File: src/common/dms_map.svh
// Offsets, field positions, reset values, pin codes and timing counts of the DLL mode switch controller
`ifndef DMS_MAP_SVH
`define DMS_MAP_SVH
// Register byte offsets
`define DMS_OFS_CTRL 5'h00
`define DMS_OFS_MR0 5'h04
`define DMS_OFS_MR1 5'h08
`define DMS_OFS_MR2 5'h0C
`define DMS_OFS_STAT 5'h10
// Control fields
`define DMS_CTRL_START 0
`define DMS_CTRL_TO_OFF 1
`define DMS_CTRL_ZQ 2
// Status fields
`define DMS_STAT_BUSY 0
`define DMS_STAT_DONE 1
`define DMS_STAT_DLL_OFF 2
`define DMS_STAT_STATE_LSB 8
// Reset values
`define DMS_MR0_RST 14'h0000
`define DMS_MR1_RST 14'h0000
`define DMS_MR2_RST 14'h0000
// Mode register and ZQ command address bit positions
`define DMS_MR1_DLL_DIS_BIT 0
`define DMS_MR0_DLL_RST_BIT 8
`define DMS_ZQ_LONG_BIT 10
// Bank codes selecting a mode register
`define DMS_BA_MR0 3'h0
`define DMS_BA_MR1 3'h1
`define DMS_BA_MR2 3'h2
// Command codes {cs_n, ras_n, cas_n, we_n}
`define DMS_CMD_NOP 4'h7
`define DMS_CMD_MRS 4'h0
`define DMS_CMD_REF 4'h1
`define DMS_CMD_ZQ 4'h6
// Timing: clock period and printed figures
`define DMS_CLK_NS 20
`define DMS_T_MRD_NCK 4
`define DMS_T_MOD_NCK 12
`define DMS_T_CKSRE_NCK 5
`define DMS_T_CKSRX_NCK 5
`define DMS_T_XS_NS 170
`define DMS_T_DLLK_NCK 512
`define DMS_T_ZQOPER_NCK 256
// Nanoseconds to cycles, rounded up
`define DMS_NS2CK(ns) (((ns) + `DMS_CLK_NS - 1) / `DMS_CLK_NS)
`define DMS_T_XS_NCK `DMS_NS2CK(`DMS_T_XS_NS)
// AXI responses
`define DMS_RESP_OKAY 2'h0
`define DMS_RESP_SLVERR 2'h2
`endif

File: src/common/dms_pkg.sv
// Types of the DLL mode switch controller
package dms_pkg;
   typedef logic [15:0] dms_cnt_t;
   typedef enum logic [4:0] {
      DMS_IDLE = 5'h00,
      DMS_MR1_DIS = 5'h01,
      DMS_W_MOD0 = 5'h03,
      DMS_SRE = 5'h02,
      DMS_W_SRE = 5'h06,
      DMS_FREQ = 5'h07,
      DMS_W_SRX = 5'h05,
      DMS_SRX = 5'h04,
      DMS_W_XS = 5'h0C,
      DMS_MR1_EN = 5'h0D,
      DMS_W_MRD1 = 5'h0F,
      DMS_DLL_RST = 5'h0E,
      DMS_W_MRD2 = 5'h0A,
      DMS_MR2_WR = 5'h0B,
      DMS_W_MRD3 = 5'h09,
      DMS_MR0_WR = 5'h08,
      DMS_W_MOD = 5'h18,
      DMS_ZQ = 5'h19,
      DMS_W_FIN = 5'h1B
   } dms_state_t;
endpackage

File: src/verilog/dms_wait_timer.sv
// Down counter that marks the end of a programmed wait
`timescale 1ns/100ps
module dms_wait_timer (
   input wire logic aclk,
   input wire logic aresetn,
   input wire logic load,
   input wire dms_pkg::dms_cnt_t count,
   output logic done
);
   dms_pkg::dms_cnt_t cnt_q;
   dms_pkg::dms_cnt_t cnt_d;

   // Load wins over counting so a new wait never inherits the old one
   assign cnt_d = load ? count : ((cnt_q != 16'h0000) ? cnt_q - 16'h0001 : cnt_q);
   assign done = (cnt_q == 16'h0000) && !load;

   // Counter register
   always_ff @(posedge aclk) begin
      if (!aresetn) begin
         cnt_q <= 16'h0000;
      end else begin
         cnt_q <= cnt_d;
      end
   end
endmodule

File: src/verilog/dms_ctrl.sv
// DLL on/off switch sequencer driving the DRAM command pins, with an AXI4-Lite register slave
`timescale 1ns/100ps
`include "dms_map.svh"

module dms_ctrl (
   input wire logic aclk,
   input wire logic aresetn,
   input wire logic [4:0] s_axi_awaddr,
   input wire logic s_axi_awvalid,
   output logic s_axi_awready,
   input wire logic [31:0] s_axi_wdata,
   input wire logic [3:0] s_axi_wstrb,
   input wire logic s_axi_wvalid,
   output logic s_axi_wready,
   output logic [1:0] s_axi_bresp,
   output logic s_axi_bvalid,
   input wire logic s_axi_bready,
   input wire logic [4:0] s_axi_araddr,
   input wire logic s_axi_arvalid,
   output logic s_axi_arready,
   output logic [31:0] s_axi_rdata,
   output logic [1:0] s_axi_rresp,
   output logic s_axi_rvalid,
   input wire logic s_axi_rready,
   output logic dram_cke,
   output logic dram_cs_n,
   output logic dram_ras_n,
   output logic dram_cas_n,
   output logic dram_we_n,
   output logic [2:0] dram_ba,
   output logic [13:0] dram_addr,
   output logic dram_odt,
   output logic clk_change_req,
   input wire logic clk_stable
);
   // Wait lengths in cycles, each cut to the timer width
   localparam dms_pkg::dms_cnt_t CNT_MRD = 16'(`DMS_T_MRD_NCK);
   localparam dms_pkg::dms_cnt_t CNT_MOD = 16'(`DMS_T_MOD_NCK);
   localparam dms_pkg::dms_cnt_t CNT_CKSRE = 16'(`DMS_T_CKSRE_NCK);
   localparam dms_pkg::dms_cnt_t CNT_CKSRX = 16'(`DMS_T_CKSRX_NCK);
   localparam dms_pkg::dms_cnt_t CNT_XS = 16'(`DMS_T_XS_NCK);
   localparam dms_pkg::dms_cnt_t CNT_DLLK = 16'(`DMS_T_DLLK_NCK);
   localparam dms_pkg::dms_cnt_t CNT_ZQOPER = 16'(`DMS_T_ZQOPER_NCK);

   // Registers
   dms_pkg::dms_state_t state_q;
   dms_pkg::dms_state_t state_d;
   logic [13:0] mr0_q;
   logic [13:0] mr1_q;
   logic [13:0] mr2_q;
   logic to_off_q;
   logic zq_en_q;
   logic done_q;
   logic dll_off_q;
   logic stable_meta_q;
   logic stable_q;
   logic unstable_seen_q;
   logic aw_free_q;
   logic w_free_q;
   logic [4:0] aw_addr_q;
   logic [31:0] w_data_q;
   logic [3:0] w_strb_q;
   logic cke_q;
   logic [3:0] cmd_q;
   logic [2:0] ba_q;
   logic [13:0] addr_q;
   logic clk_req_q;
   logic bvalid_q;
   logic [1:0] bresp_q;
   logic arready_q;
   logic rvalid_q;
   logic [31:0] rdata_q;
   logic [1:0] rresp_q;

   // Known register offset check, used by both read and write paths
   function automatic logic dms_mapped(input logic [4:0] a);
      dms_mapped = (a == `DMS_OFS_CTRL) || (a == `DMS_OFS_MR0) || (a == `DMS_OFS_MR1) ||
         (a == `DMS_OFS_MR2) || (a == `DMS_OFS_STAT);
   endfunction

   // Write decode: both halves held and no response pending
   wire wr_fire = !aw_free_q && !w_free_q && !bvalid_q;
   wire wr_ok = wr_fire && dms_mapped(aw_addr_q);
   wire wr_ctrl = wr_ok && (aw_addr_q == `DMS_OFS_CTRL) && w_strb_q[0];
   wire wr_mr0 = wr_ok && (aw_addr_q == `DMS_OFS_MR0);
   wire wr_mr1 = wr_ok && (aw_addr_q == `DMS_OFS_MR1);
   wire wr_mr2 = wr_ok && (aw_addr_q == `DMS_OFS_MR2);
   wire idle = (state_q == dms_pkg::DMS_IDLE);
   // A start while busy is ignored; the running sequence is never disturbed
   wire start = wr_ctrl && w_data_q[`DMS_CTRL_START] && idle;
   // The stable flag left over from the old rate is stale; a drop must be seen first
   wire freq_ok = stable_q && unstable_seen_q;
   wire rd_fire = s_axi_arvalid && arready_q;

   // Byte-lane merge for the 14-bit mode register images
   function automatic logic [13:0] dms_merge(input logic [13:0] old, input logic [31:0] d,
      input logic [3:0] s);
      logic [15:0] r;
      r = {2'h0, old};
      if (s[0]) begin
         r[7:0] = d[7:0];
      end
      if (s[1]) begin
         r[15:8] = d[15:8];
      end
      dms_merge = r[13:0];
   endfunction

   // Status word shows the sequencer's own progress
   wire [31:0] stat_word = {19'h0, state_q, 5'h0, dll_off_q, done_q, !idle};
   wire [31:0] ctrl_word = {29'h0, zq_en_q, to_off_q, 1'b0};
   wire [31:0] rd_word = (s_axi_araddr == `DMS_OFS_CTRL) ? ctrl_word :
      (s_axi_araddr == `DMS_OFS_MR0) ? {18'h0, mr0_q} :
      (s_axi_araddr == `DMS_OFS_MR1) ? {18'h0, mr1_q} :
      (s_axi_araddr == `DMS_OFS_MR2) ? {18'h0, mr2_q} :
      (s_axi_araddr == `DMS_OFS_STAT) ? stat_word : 32'h0000_0000;

   // Two wait timers: one for step spacing and the calibration run, one for the DLL lock
   logic step_load;
   dms_pkg::dms_cnt_t step_cnt;
   logic step_done;
   logic lock_load;
   dms_pkg::dms_cnt_t lock_cnt;
   logic lock_done;

   dms_wait_timer u_step (
      .aclk(aclk),
      .aresetn(aresetn),
      .load(step_load),
      .count(step_cnt),
      .done(step_done)
   );

   dms_wait_timer u_lock (
      .aclk(aclk),
      .aresetn(aresetn),
      .load(lock_load),
      .count(lock_cnt),
      .done(lock_done)
   );

   // Command state decode for the pin outputs
   wire is_mrs = (state_q == dms_pkg::DMS_MR1_DIS) || (state_q == dms_pkg::DMS_MR1_EN) ||
      (state_q == dms_pkg::DMS_DLL_RST) || (state_q == dms_pkg::DMS_MR2_WR) ||
      (state_q == dms_pkg::DMS_MR0_WR);
   wire in_sr = (state_q == dms_pkg::DMS_SRE) || (state_q == dms_pkg::DMS_W_SRE) ||
      (state_q == dms_pkg::DMS_FREQ) || (state_q == dms_pkg::DMS_W_SRX);
   wire [3:0] cmd_d = is_mrs ? `DMS_CMD_MRS :
      (state_q == dms_pkg::DMS_SRE) ? `DMS_CMD_REF :
      (state_q == dms_pkg::DMS_ZQ) ? `DMS_CMD_ZQ : `DMS_CMD_NOP;
   wire [2:0] ba_d = ((state_q == dms_pkg::DMS_MR1_DIS) || (state_q == dms_pkg::DMS_MR1_EN)) ? `DMS_BA_MR1 :
      (state_q == dms_pkg::DMS_MR2_WR) ? `DMS_BA_MR2 : `DMS_BA_MR0;
   wire [13:0] mr0_rst = mr0_q | (14'h0001 << `DMS_MR0_DLL_RST_BIT);
   wire [13:0] mr0_run = mr0_q & ~(14'h0001 << `DMS_MR0_DLL_RST_BIT);
   wire [13:0] mr1_dis = mr1_q | (14'h0001 << `DMS_MR1_DLL_DIS_BIT);
   wire [13:0] mr1_en = mr1_q & ~(14'h0001 << `DMS_MR1_DLL_DIS_BIT);
   wire [13:0] addr_d = (state_q == dms_pkg::DMS_MR1_DIS) ? mr1_dis :
      (state_q == dms_pkg::DMS_MR1_EN) ? mr1_en :
      (state_q == dms_pkg::DMS_DLL_RST) ? mr0_rst :
      (state_q == dms_pkg::DMS_MR2_WR) ? mr2_q :
      (state_q == dms_pkg::DMS_MR0_WR) ? mr0_run :
      (state_q == dms_pkg::DMS_ZQ) ? (14'h0001 << `DMS_ZQ_LONG_BIT) : 14'h0000;

   // Sequencer: command states load a wait, wait states move on when it ends
   always_comb begin
      state_d = state_q;
      step_load = 1'b0;
      step_cnt = CNT_MRD;
      lock_load = 1'b0;
      lock_cnt = CNT_DLLK;
      case (state_q)
         dms_pkg::DMS_IDLE: begin
            if (start) begin
               // Caller guarantees idle, banks precharged, termination off
               state_d = w_data_q[`DMS_CTRL_TO_OFF] ? dms_pkg::DMS_MR1_DIS : dms_pkg::DMS_SRE;
            end
         end
         dms_pkg::DMS_MR1_DIS: begin
            step_load = 1'b1;
            step_cnt = CNT_MOD;
            state_d = dms_pkg::DMS_W_MOD0;
         end
         dms_pkg::DMS_W_MOD0: begin
            if (step_done) begin
               state_d = dms_pkg::DMS_SRE;
            end
         end
         dms_pkg::DMS_SRE: begin
            step_load = 1'b1;
            step_cnt = CNT_CKSRE;
            state_d = dms_pkg::DMS_W_SRE;
         end
         dms_pkg::DMS_W_SRE: begin
            if (step_done) begin
               state_d = dms_pkg::DMS_FREQ;
            end
         end
         dms_pkg::DMS_FREQ: begin
            // Clock source reports the new rate settled
            if (freq_ok) begin
               step_load = 1'b1;
               step_cnt = CNT_CKSRX;
               state_d = dms_pkg::DMS_W_SRX;
            end
         end
         dms_pkg::DMS_W_SRX: begin
            if (step_done) begin
               state_d = dms_pkg::DMS_SRX;
            end
         end
         dms_pkg::DMS_SRX: begin
            step_load = 1'b1;
            step_cnt = CNT_XS;
            state_d = dms_pkg::DMS_W_XS;
         end
         dms_pkg::DMS_W_XS: begin
            if (step_done) begin
               // DLL-off target skips straight to the register rewrite
               state_d = to_off_q ? dms_pkg::DMS_MR2_WR : dms_pkg::DMS_MR1_EN;
            end
         end
         dms_pkg::DMS_MR1_EN: begin
            step_load = 1'b1;
            state_d = dms_pkg::DMS_W_MRD1;
         end
         dms_pkg::DMS_W_MRD1: begin
            if (step_done) begin
               state_d = dms_pkg::DMS_DLL_RST;
            end
         end
         dms_pkg::DMS_DLL_RST: begin
            step_load = 1'b1;
            lock_load = 1'b1;
            lock_cnt = CNT_DLLK;
            state_d = dms_pkg::DMS_W_MRD2;
         end
         dms_pkg::DMS_W_MRD2: begin
            if (step_done) begin
               state_d = dms_pkg::DMS_MR2_WR;
            end
         end
         dms_pkg::DMS_MR2_WR: begin
            step_load = 1'b1;
            state_d = dms_pkg::DMS_W_MRD3;
         end
         dms_pkg::DMS_W_MRD3: begin
            if (step_done) begin
               state_d = dms_pkg::DMS_MR0_WR;
            end
         end
         dms_pkg::DMS_MR0_WR: begin
            step_load = 1'b1;
            step_cnt = CNT_MOD;
            state_d = dms_pkg::DMS_W_MOD;
         end
         dms_pkg::DMS_W_MOD: begin
            if (step_done) begin
               state_d = zq_en_q ? dms_pkg::DMS_ZQ : dms_pkg::DMS_W_FIN;
            end
         end
         dms_pkg::DMS_ZQ: begin
            // Calibration may overlap the lock wait; the longer one decides the end
            step_load = 1'b1;
            step_cnt = CNT_ZQOPER;
            state_d = dms_pkg::DMS_W_FIN;
         end
         dms_pkg::DMS_W_FIN: begin
            if (step_done && lock_done) begin
               state_d = dms_pkg::DMS_IDLE;
            end
         end
         default: begin
            state_d = dms_pkg::DMS_IDLE;
         end
      endcase
   end

   // Clock-stable pin passes two flops before use; a source that never drops it stalls the change
   always_ff @(posedge aclk) begin
      if (!aresetn) begin
         stable_meta_q <= 1'b0;
         stable_q <= 1'b0;
         unstable_seen_q <= 1'b0;
      end else begin
         stable_meta_q <= clk_stable;
         stable_q <= stable_meta_q;
         unstable_seen_q <= (state_q == dms_pkg::DMS_FREQ) && (unstable_seen_q || !stable_q);
      end
   end

   // Sequencer state and completion flag; finishing wins over a clearing start
   always_ff @(posedge aclk) begin
      if (!aresetn) begin
         state_q <= dms_pkg::DMS_IDLE;
         done_q <= 1'b0;
         dll_off_q <= 1'b0;
      end else begin
         state_q <= state_d;
         if ((state_q == dms_pkg::DMS_W_FIN) && (state_d == dms_pkg::DMS_IDLE)) begin
            done_q <= 1'b1;
            dll_off_q <= to_off_q;
         end else if (start) begin
            done_q <= 1'b0;
         end
      end
   end

   // DRAM pins except the tied-low termination pin, all registered; cke low only inside self refresh
   always_ff @(posedge aclk) begin
      if (!aresetn) begin
         cke_q <= 1'b1;
         cmd_q <= `DMS_CMD_NOP;
         ba_q <= 3'h0;
         addr_q <= 14'h0000;
         clk_req_q <= 1'b0;
      end else begin
         cke_q <= !in_sr;
         cmd_q <= cmd_d;
         ba_q <= ba_d;
         addr_q <= addr_d;
         clk_req_q <= ((state_q == dms_pkg::DMS_W_SRE) && step_done) || ((state_q == dms_pkg::DMS_FREQ) && !freq_ok);
      end
   end

   // Control and mode register images
   always_ff @(posedge aclk) begin
      if (!aresetn) begin
         mr0_q <= `DMS_MR0_RST;
         mr1_q <= `DMS_MR1_RST;
         mr2_q <= `DMS_MR2_RST;
         to_off_q <= 1'b0;
         zq_en_q <= 1'b0;
      end else begin
         if (wr_mr0 && idle) begin
            mr0_q <= dms_merge(mr0_q, w_data_q, w_strb_q);
         end
         if (wr_mr1 && idle) begin
            mr1_q <= dms_merge(mr1_q, w_data_q, w_strb_q);
         end
         if (wr_mr2 && idle) begin
            mr2_q <= dms_merge(mr2_q, w_data_q, w_strb_q);
         end
         if (wr_ctrl && idle) begin
            to_off_q <= w_data_q[`DMS_CTRL_TO_OFF];
            zq_en_q <= w_data_q[`DMS_CTRL_ZQ];
         end
      end
   end

   // Write channel: address and data taken in either order
   always_ff @(posedge aclk) begin
      if (!aresetn) begin
         aw_free_q <= 1'b1;
         w_free_q <= 1'b1;
         aw_addr_q <= 5'h00;
         w_data_q <= 32'h0000_0000;
         w_strb_q <= 4'h0;
         bvalid_q <= 1'b0;
         bresp_q <= `DMS_RESP_OKAY;
      end else begin
         if (s_axi_awvalid && aw_free_q) begin
            aw_free_q <= 1'b0;
            aw_addr_q <= s_axi_awaddr;
         end
         if (s_axi_wvalid && w_free_q) begin
            w_free_q <= 1'b0;
            w_data_q <= s_axi_wdata;
            w_strb_q <= s_axi_wstrb;
         end
         if (wr_fire) begin
            bvalid_q <= 1'b1;
            bresp_q <= dms_mapped(aw_addr_q) ? `DMS_RESP_OKAY : `DMS_RESP_SLVERR;
         end else if (bvalid_q && s_axi_bready) begin
            bvalid_q <= 1'b0;
            aw_free_q <= 1'b1;
            w_free_q <= 1'b1;
         end
      end
   end

   // Read channel: one read at a time, data captured with the address
   always_ff @(posedge aclk) begin
      if (!aresetn) begin
         arready_q <= 1'b1;
         rvalid_q <= 1'b0;
         rdata_q <= 32'h0000_0000;
         rresp_q <= `DMS_RESP_OKAY;
      end else begin
         if (rd_fire) begin
            arready_q <= 1'b0;
            rvalid_q <= 1'b1;
            rdata_q <= rd_word;
            rresp_q <= dms_mapped(s_axi_araddr) ? `DMS_RESP_OKAY : `DMS_RESP_SLVERR;
         end else if (rvalid_q && s_axi_rready) begin
            rvalid_q <= 1'b0;
            arready_q <= 1'b1;
         end
      end
   end

   // Termination held low throughout, which satisfies both termination cases
   assign dram_odt = 1'b0;
   assign dram_cke = cke_q;
   assign dram_cs_n = cmd_q[3];
   assign dram_ras_n = cmd_q[2];
   assign dram_cas_n = cmd_q[1];
   assign dram_we_n = cmd_q[0];
   assign dram_ba = ba_q;
   assign dram_addr = addr_q;
   assign clk_change_req = clk_req_q;
   assign s_axi_awready = aw_free_q;
   assign s_axi_wready = w_free_q;
   assign s_axi_bvalid = bvalid_q;
   assign s_axi_bresp = bresp_q;
   assign s_axi_arready = arready_q;
   assign s_axi_rvalid = rvalid_q;
   assign s_axi_rdata = rdata_q;
   assign s_axi_rresp = rresp_q;
endmodule

File: config.mk
export PLATFORM = sky130hd
export DESIGN_NAME = dms_ctrl
export DESIGN_NICKNAME = d
export VERILOG_FILES = /design/src/common/dms_pkg.sv /design/src/verilog/dms_wait_timer.sv /design/src/verilog/dms_ctrl.sv
export VERILOG_INCLUDE_DIRS = /design/src /design/src/common
export SDC_FILE = /design/constraint.sdc
export NUM_CORES = 1
export LEC_CHECK = 0
export ABC_CLOCK_PERIOD_IN_PS = 2800
export BUFFER_PORTS_ARGS = -buffer_cell sky130_fd_sc_hd__buf_2
export CAP_MARGIN = 10
export CELL_PAD_IN_SITES_DETAIL_PLACEMENT = 1
export CELL_PAD_IN_SITES_GLOBAL_PLACEMENT = 1
export CORE_MARGIN = 2
export CORE_UTILIZATION = 43
export CTS_BUF_LIST = sky130_fd_sc_hd__clkbuf_8
export DETAILED_ROUTE_END_ITERATION = 16
export PLACE_DENSITY_LB_ADDON = 0.1
export SYNTH_ARGS = -nofsm -noshare
export SYNTH_HDL_FRONTEND = slang
export SYNTH_SLANG_ARGS = --single-unit
File: constraint.sdc
create_clock -name aclk -period 2.8 [get_ports aclk]
set_input_delay 0.14 -clock aclk [delete_from_list [all_inputs] [get_ports aclk]]
set_output_delay 0.14 -clock aclk [all_outputs]
set_load 0.02 [all_outputs]
Yosys cells after proc, flatten, opt, wreduce, memory -nomap -nowiden:

Cells that the tools add are included.

* add/sub/neg operators: 2
* multiply operators: 0
* div/mod/pow operators: 0
* magnitude comparators: 0
* eq/ne operators: 26
* shift operators: 0
* mux-type cells: 56
* bitwise logic cells: 1
* reductions and logical operators: 77

Operators with widths (number)
* $mux 14: 9
* $pmux 5 s19: 1
* $eq 5x4->1 const B: 12
* $mux 5: 11
* $pmux 9 s5: 1
* $logic_not 16->1: 2
* $mux 16: 2
* $reduce_bool 16->1: 2
* $sub 16x1->16 const B: 2
* $eq 5x3->1 const B: 6
* $logic_and 1x1->1: 27
* $eq 5x5->1 const B: 5
* $logic_not 5->1: 4
* $mux 10: 2
* $mux 1: 19
* $logic_or 1x1->1: 17
* $mux 13: 1
* $reduce_and 2->1: 6
* $mux 11: 1
* $eq 5x2->1 const B: 2
* $mux 2: 5
* $reduce_bool 2->1: 5
* $logic_not 1->1: 9
* $mux 3: 3
* 6 further kinds: 8

* bits in registers: 170
* bits in latches: 0
* RAM bits: 0
* bits in read-only memories: 0
* input port bits: 54
* output and inout port bits: 65
* logic and storage cells: 197
* memories: 0

Logic depth before layout (Yosys ltp):

Gate-level depths: netlist of run 1.

* depth in word-level cells: 15
* gate-level depth with buffers: 9

By module:

Synthesis of run 1 repeated with hierarchy kept, for this count alone.

* cell total of the unflattened synthesis: 891
* area total of the unflattened synthesis: 7288.2 µm²

By module, submodules not included
* dms_ctrl: times used 1, cells an instance 651, area an instance 5411.4 µm², sequential area each 2322.2 µm²
* dms_wait_timer: times used 2, cells an instance 120, area an instance 938.4 µm², sequential area each 320.3 µm²

Worst setup path before layout of run 1:

No wires, ideal clock.

* path kind: register -> register
* from: register u_step.cnt_q[0]
* to: register state_q[2]
* library setup time: 0.115 ns
* arrival: 2.187 ns
* data required time: 2.685 ns
* setup slack: 0.497 ns
* stages on the path, launching flop included: 10
* clock period less this slack: 2.303 ns
* path through: dfxtp_1 inv_1 ha_1 or4b_1 or4_1 buf_2 a211oi_4 buf_6 nand2_1 a31o_1

* longest elaborated chain between the ends: 5
* elaborated cells between the ends (all ways): 13

RTL lines
* from (decl): RTL line dms_wait_timer.sv:10 `dms_pkg::dms_cnt_t cnt_q;`
* from (signal assigned): RTL line dms_wait_timer.sv:22 `cnt_q <= cnt_d;`
* $logic_not 16->1 *: RTL line dms_wait_timer.sv:15 `assign done = (cnt_q == 16'h0000) && !load;`
* $logic_and 1x1->1 *: RTL line dms_wait_timer.sv:15
* $logic_and 1x1->1: RTL line dms_ctrl.sv:268 `if (step_done && lock_done) begin`
* $mux 5: RTL line dms_ctrl.sv:268
* $pmux 5 s19 *: RTL line dms_ctrl.sv:171 `case (state_q)`
* to (signal assigned): RTL line dms_ctrl.sv:294 `state_q <= dms_pkg::DMS_IDLE;`
* to (signal assigned): RTL line dms_ctrl.sv:298 `state_q <= state_d;`
* to (decl): RTL line dms_ctrl.sv:46 `dms_pkg::dms_state_t state_q;`

Mark *: on every way between the ends. The rest lies on a longest branch, timed or not.
A chain may end at the register's enable or synchronous reset.

Final worst setup path of run 1:

Same ends and word-level chain as after synthesis.

==> results.json, run 1 <==
{
  "outcome": "completed",
  "ys_ff_latch": 148,
  "maxSlewHeadroom_pct": 46.7,
  "final_layout_size_suffix_gt1_share_pct": 17.6,
  "initial_core_util_pct": 43.6,
  "slowest_stage": "or4_1",
  "layout.cells.non_filler": 1137,
  "grt_usage_pct": 25.0,
  "die_height_um": 130,
  "ys_types": 65,
  "worstPathCellList": "inv_1 -> ha_1 -> or4b_1 -> or4_1 -> a211oi_4 -> buf_4 -> nand2_1 -> a31o_1",
  "rsz0062_at_grt": "no",
  "netlist_area_um2": 6860,
  "hold_viol": 0,
  "cts_root_buffer": "clkbuf_8",
  "overflow": 0,
  "cts_buffer_depth": 2,
  "antenna_found_initial": 0,
  "synth_edf_count": 0,
  "worst_pin_slew_ps": 793,
  "critPathTopFamily": "simple AND/OR/NAND/NOR gates",
  "period_minus_slack_ps": 2550,
  "hold_slack_ps": 24.2,
  "cts_setup_buffers": 0,
  "grt_pass1_wl_um": 32900,
  "arrival_ps": 2910,
  "diodes": 0,
  "num_rows": 46,
  "syn_inst": 804,
  "drt-initial-drc-count": 370,
  "cts_max_level": 4,
  "grt_max_degree": 58,
  "core-area_um2": 15700,
  "path_max_fanout": 8,
  "cts_tree": "yes",
  "die_area_um2": 17000,
  "async_flop_share_pct": 0,
  "design_area_um2": 8210,
  "worstPathRequired_ps": 3160,
  "drt_pre_antenna_iters": 5,
  "drc_errors": 0,
  "via_per_inst": 5.39,
  "area_growth_pct": 19.7,
  "dpl.cell_count": 1074,
  "cpPeakStageDelay_ps": 550,
  "setup_viol": 0,
  "ys_warn_count": 0,
  "tns_ps": 0,
  "hpwl_um": 14200,
  "fin_crit_sh_pct": 90.9,
  "avgSynthCellArea_um2": 8.53,
  "grt_pass1_vias": 6501,
  "fin_nets": 966,
  "gp_congestion": 0.861,
  "cap_viol_max_count": 0,
  "clkLatencyLatePin_ps": 470,
  "wire_per_inst_um": 17.9,
  "p_leak_uw": 0.00319,
  "cts_buffers": 17,
  "ios": 119,
  "ys_seq_area_share_pct": 43.2,
  "hold_class": "primary input to flip-flop",
  "clock-sinks": 148,
  "die_x_um": 130,
  "synthFlopType": "dfxtp_1",
  "final.setup_skew_ps": 12.6,
  "ant_nets": 0,
  "path_class": "flip-flop to flip-flop",
  "power.total_uw": 5770,
  "drt_wl_total_um": 20400,
  "via_count": 6130,
  "ir_worst_vdd_v": 0.000508,
  "postPlaceCellArea_um2": 7460,
  "clk_pin_slew_ps": 90,
  "cp-end-kind": "flip-flop",
  "crit_path_start_kind": "flip-flop",
  "fmax_ghz": 0.393,
  "power_density_nw_per_um2": 703,
  "io_buffers": 75,
  "critical_path_buf_inv_count": 2,
  "slew_viol_final": 0
}
-- final cells by class --
class                      instances  area (um2)
sequential                       148        2960
clock inverter                    13         173
inverter                          13        48.8
tap                              216         270
timing repair buffer             138         938
clock buffer                      19         262
fill                            1912        7500
multi-input combinational        590        3550
-- repair_timing --
action / in CTS / in global routing
endpoints found under the hold margin: 27 / 0
resized for setup: 0 / 0
hold buffers: 31 / 0
-- Yosys cell counts, types with 5 or more instances --
library cell,instances,area share [%]
o21ai_0,27,2.0
a21oi_1,54,3.9
mux2i_1,54,7.9
dfxtp_1,148,43
xnor2_1,6,0.77
o21ai_1,11,0.80
nor4_1,5,0.46
mux2_2,6,0.99
buf_4,24,2.6
or3_1,7,0.64
nor3b_1,5,0.55
clkbuf_1,45,2.5
nor3_2,6,0.88
o211ai_1,5,0.55
and2_1,8,0.73
nand3_1,17,1.2
nor2b_1,5,0.46
nor2_1,111,6.1
nand2_1,88,4.8
a22oi_1,21,2.3
nor3_1,13,0.95
nand4_1,10,0.91
nand3b_1,5,0.55
inv_1,13,0.71
xor2_1,24,3.1
nand2b_1,9,0.82
a221oi_1,6,0.77
-- where the power goes --
part	internal (uW)	switching [uW]	total, uW
clock	943	870	1810
sequential	2290	190	2480
combinational	614	864	1480
-- registers in the layout (all words and copies together), names as in the netlist, 2 cells and up --
register      count
mr2_q            14
s_axi_rdata      14
w_strb_q          2
aw_addr_q         5
state_q           5
u_step.cnt_q     16
mr0_q            14
w_data_q         14
cmd_q             2
dram_addr        14
dram_ba           2
u_lock.cnt_q     16
mr1_q            14
-- worst reg2reg max path, stage by stage (launching register included) --
cell and delay [ps]:
dfxtp_1 350, inv_1 110, ha_1 170, or4b_1 460, or4_1 550, a211oi_4 330
buf_4 210, nand2_1 60, a31o_1 210
-- cells in the final DEF (no fill, tap or decap), types with 7 or more instances in the layout --
master,n
buf_4,31
or3_1,7
inv_1,12
a22oi_1,21
nand3_1,17
a21oi_1,54
conb_1,23
nor2_1,111
and2_1,8
xor2_1,24
o21ai_0,27
nand2_1,88
clkbuf_8,19
buf_2,75
dlygate4sd3_1,31
mux2i_1,54
dfxtp_1,148
nand4_1,10
nor3_1,13
nand2b_1,9
o21ai_1,11
-- final timing paths --
kind	start	end	slack, ps	depth (start not counted)
max	u_step.cnt_q[0]	state_q[2]	250	8
min	s_axi_awvalid	aw_addr_q[1]	20	3
max reg2reg	u_step.cnt_q[0]	state_q[2]	250	8
min reg2reg	stable_meta_q	stable_q	460	1
-- cells by family after synthesis --
kind of cell	Yosys count	synth area share, %
mux	60	8.87
compound gates	157	14.4
flops	148	43.2
other cells	1	0.0547
simple gates	315	22.3
buf+inv	88	6.26
fa+ha+maj	4	0.730
xor+xnor	31	4.16
-- per-stage QoR --
| step | utilization (%) | setup slack, ps |
|---|---|---|
| 4_1_cts | 52.2 | 219 |
| 3_5_place_dp | 47.5 | 261 |
| 5_1_grt | 52.2 | 99.3 |
| 3_3_place_gp | 47.5 | 351 |
| 2_1_floorplan | - | 497 |
| 6_report | 52.2 | 255 |
-- metal layers --
| layer | up-vias | GRT usage, % | wire, um |
|---|---|---|---|
| li1 | 2960 | - | - |
| met1 | 3020 | 29.6 | 8680 |
| met2 | 124 | 45.2 | 10700 |
| met3 | 26 | 5.00 | 729 |
| met4 | 0 | 8.35 | 295 |
| met5 | - | 0 | 0 |
(Power assumes the default switching activity.)
==> run 2: changes to the inputs <==
--- a/config.mk
+++ b/config.mk
@@ -6,13 +6,13 @@
 export SDC_FILE = /design/constraint.sdc
 export NUM_CORES = 1
 export LEC_CHECK = 0
-export ABC_CLOCK_PERIOD_IN_PS = 2800
+export ABC_CLOCK_PERIOD_IN_PS = 3200
 export BUFFER_PORTS_ARGS = -buffer_cell sky130_fd_sc_hd__buf_2
 export CAP_MARGIN = 10
 export CELL_PAD_IN_SITES_DETAIL_PLACEMENT = 1
 export CELL_PAD_IN_SITES_GLOBAL_PLACEMENT = 1
 export CORE_MARGIN = 2
-export CORE_UTILIZATION = 43
+export CORE_UTILIZATION = 47
 export CTS_BUF_LIST = sky130_fd_sc_hd__clkbuf_8
 export DETAILED_ROUTE_END_ITERATION = 16
 export PLACE_DENSITY_LB_ADDON = 0.1
==> constraint.sdc (replaced) <==
create_clock -name aclk -period 3.2 [get_ports aclk]
set_input_delay 0.16 -clock aclk [delete_from_list [all_inputs] [get_ports aclk]]
set_output_delay 0.16 -clock aclk [all_outputs]
set_load 0.02 [all_outputs]
==> results.json, run 2 (synthesized netlist as in run 1, its figures left out) <==
{
  "final.setup.worst_slack_ps": 675,
  "gp_congestion": 0.826,
  "cts_buffers": 17,
  "grt_usage_pct": 26.9,
  "antenna_found_initial": 0,
  "ant_nets": 0,
  "rrSetupSlack_ps": 680,
  "final_cell_mix": "dfxtp_1, nor2_1, nand2_1, buf_2",
  "grt_pass1_wl_um": 33500,
  "ios": 119,
  "crit_path_start_kind": "flip-flop",
  "worstPathRequired_ps": 3540,
  "hold_viol": 0,
  "cts_buffer_depth": 2,
  "cts_root_buffer": "clkbuf_8",
  "whs_path_depth": 3,
  "hpwl_um": 13900,
  "clock-sinks": 148,
  "wire_per_inst_um": 18.6,
  "area_growth_pct": 17.7,
  "clk_pin_slew_ps": 80,
  "diodes": 0,
  "cts_setup_buffers": 0,
  "layout_commonest_cell": "dfxtp_1",
  "fin_crit_sh_pct": 78.9,
  "cts_max_level": 4,
  "r2r-start": "u_step.cnt_q[0]",
  "hp-start": "s_axi_awvalid",
  "slowest_stage": "or4_1",
  "fill_cells": 1752,
  "cap_viol_max_count": 0,
  "die_x_um": 125,
  "arrival_ps": 2870,
  "drt-initial-drc-count": 366,
  "p_leak_uw": 0.00312,
  "cpPeakStageDelay_ps": 550,
  "reg.largest.list": "u_lock.cnt_q x16, u_step.cnt_q x16",
  "slew_viol_final": 0,
  "setup_viol": 0,
  "path_class": "flip-flop to flip-flop",
  "power_density_nw_per_um2": 607,
  "fin_nets": 961,
  "worst_pin_slew_ps": 903,
  "hold_slack_ps": 46.5,
  "initial_core_util_pct": 47.7,
  "grt_pass1_vias": 6398,
  "pre_cts_ws_ps": 688,
  "maxSlewHeadroom_pct": 39.3,
  "via_count": 6193,
  "worstPathCellList": "inv_1 -> ha_1 -> or4b_1 -> or4_1 -> a211oi_4 -> buf_4 -> or3_1 -> a21oi_1",
  "tns_ps": 0,
  "final.setup_skew_ps": 15.2,
  "startpoint": "u_step.cnt_q[0]",
  "period_minus_slack_ps": 2520,
  "fin_util_pct": 56.2,
  "drt_pre_antenna_iters": 5,
  "drc_errors": 0,
  "cts_tree": "yes",
  "rsz0062_at_grt": "no",
  "cp-end-kind": "flip-flop",
  "overflow": 0,
  "die_height_um": 125,
  "via_per_inst": 5.63,
  "r2r_end": "u_step.cnt_q[14]",
  "io_buffers": 75,
  "path_max_fanout": 9,
  "hold_class": "primary input to flip-flop",
  "clkLatencyLatePin_ps": 470,
  "drt_wl_total_um": 20500,
  "grt_max_degree": 42,
  "die_area_um2": 15600,
  "core-area_um2": 14400,
  "outcome": "completed",
  "fmax_ghz": 0.396,
  "reg2reg_depth": 8,
  "final_layout_size_suffix_gt1_share_pct": 17.1,
  "min_to": "aw_addr_q[4]",
  "num_rows": 44,
  "ir_worst_vdd_v": 0.000313
}
==> run 2: cell types whose count changed in the layout (fill, tap and decap cells not counted), sizes merged <==
cell	previous run	this run
inv	16	20
clkinv	7	1
buf	107	102
clkinvlp	0	5
bufinv	3	1
clkbuf	19	18
==> run 2: where the power goes <==
part           internal [uW]  total, uW  switching, uW
clock network            654       1450            793
logic                    527       1280            751
registers               2010       2180            169
total                   3190       4900           1710
==> run 2: layer usage <==
layer	vias up	share of wire, %	global-route usage, %
met5	-	0	0
met4	0	1.9	10.1
met3	24	3.6	5.11
met2	126	53	48.7
met1	3090	41	31.2
li1	2953	-	-
==> run 2: final cells by class <==
cell class / count / area (um2) / area share, %
Clock buffer: 18 / 248 / 3.07
Clock inverter: 14 / 140 / 1.74
Timing Repair Buffer: 133 / 888 / 11.0
Multi-Input combinational cell: 590 / 3550 / 44.0
Inverter: 13 / 48.8 / 0.604
Tap cell: 184 / 230 / 2.85
Sequential cell: 148 / 2960 / 36.7
==> run 2: worst max-delay path: cells and delay by family, from the launching register on <==
family	cells	cell delay, ps
and+or+nand+nor	3	1140
AOI/OAI and AO/OA	2	420
buffers and inverters	2	350
DFF	1	340
adders and majority gates	1	150
==> run 2: timing repair <==
action / CTS / global route
gates resized for setup: 0 / 0
hold buffers: 31 / 0
endpoints found under the setup margin: 0 / 0
hold endpoints to repair: 26 / 0
==> run 2: worst max-delay path by stage <==
stage / to / slack [ps] / cells past startpoint
CTS: u_step.cnt_q[13] / 690 / 8
global route: u_step.cnt_q[14] / 520 / 8
floorplan: state_q[2] / 900 / 9
detailed placement: u_step.cnt_q[13] / 690 / 8
finish: u_step.cnt_q[14] / 680 / 8
global placement: u_step.cnt_q[13] / 740 / 8
==> run 2: through the flow <==
stage	std cells	area, um2	power [uW]
6_report	1100	8070	4900
5_1_grt	1100	8070	5200
4_1_cts	1100	8070	4930
3_5_place_dp	1037	7370	3440
3_3_place_gp	1037	7370	3360
2_1_floorplan	826	6940	3130
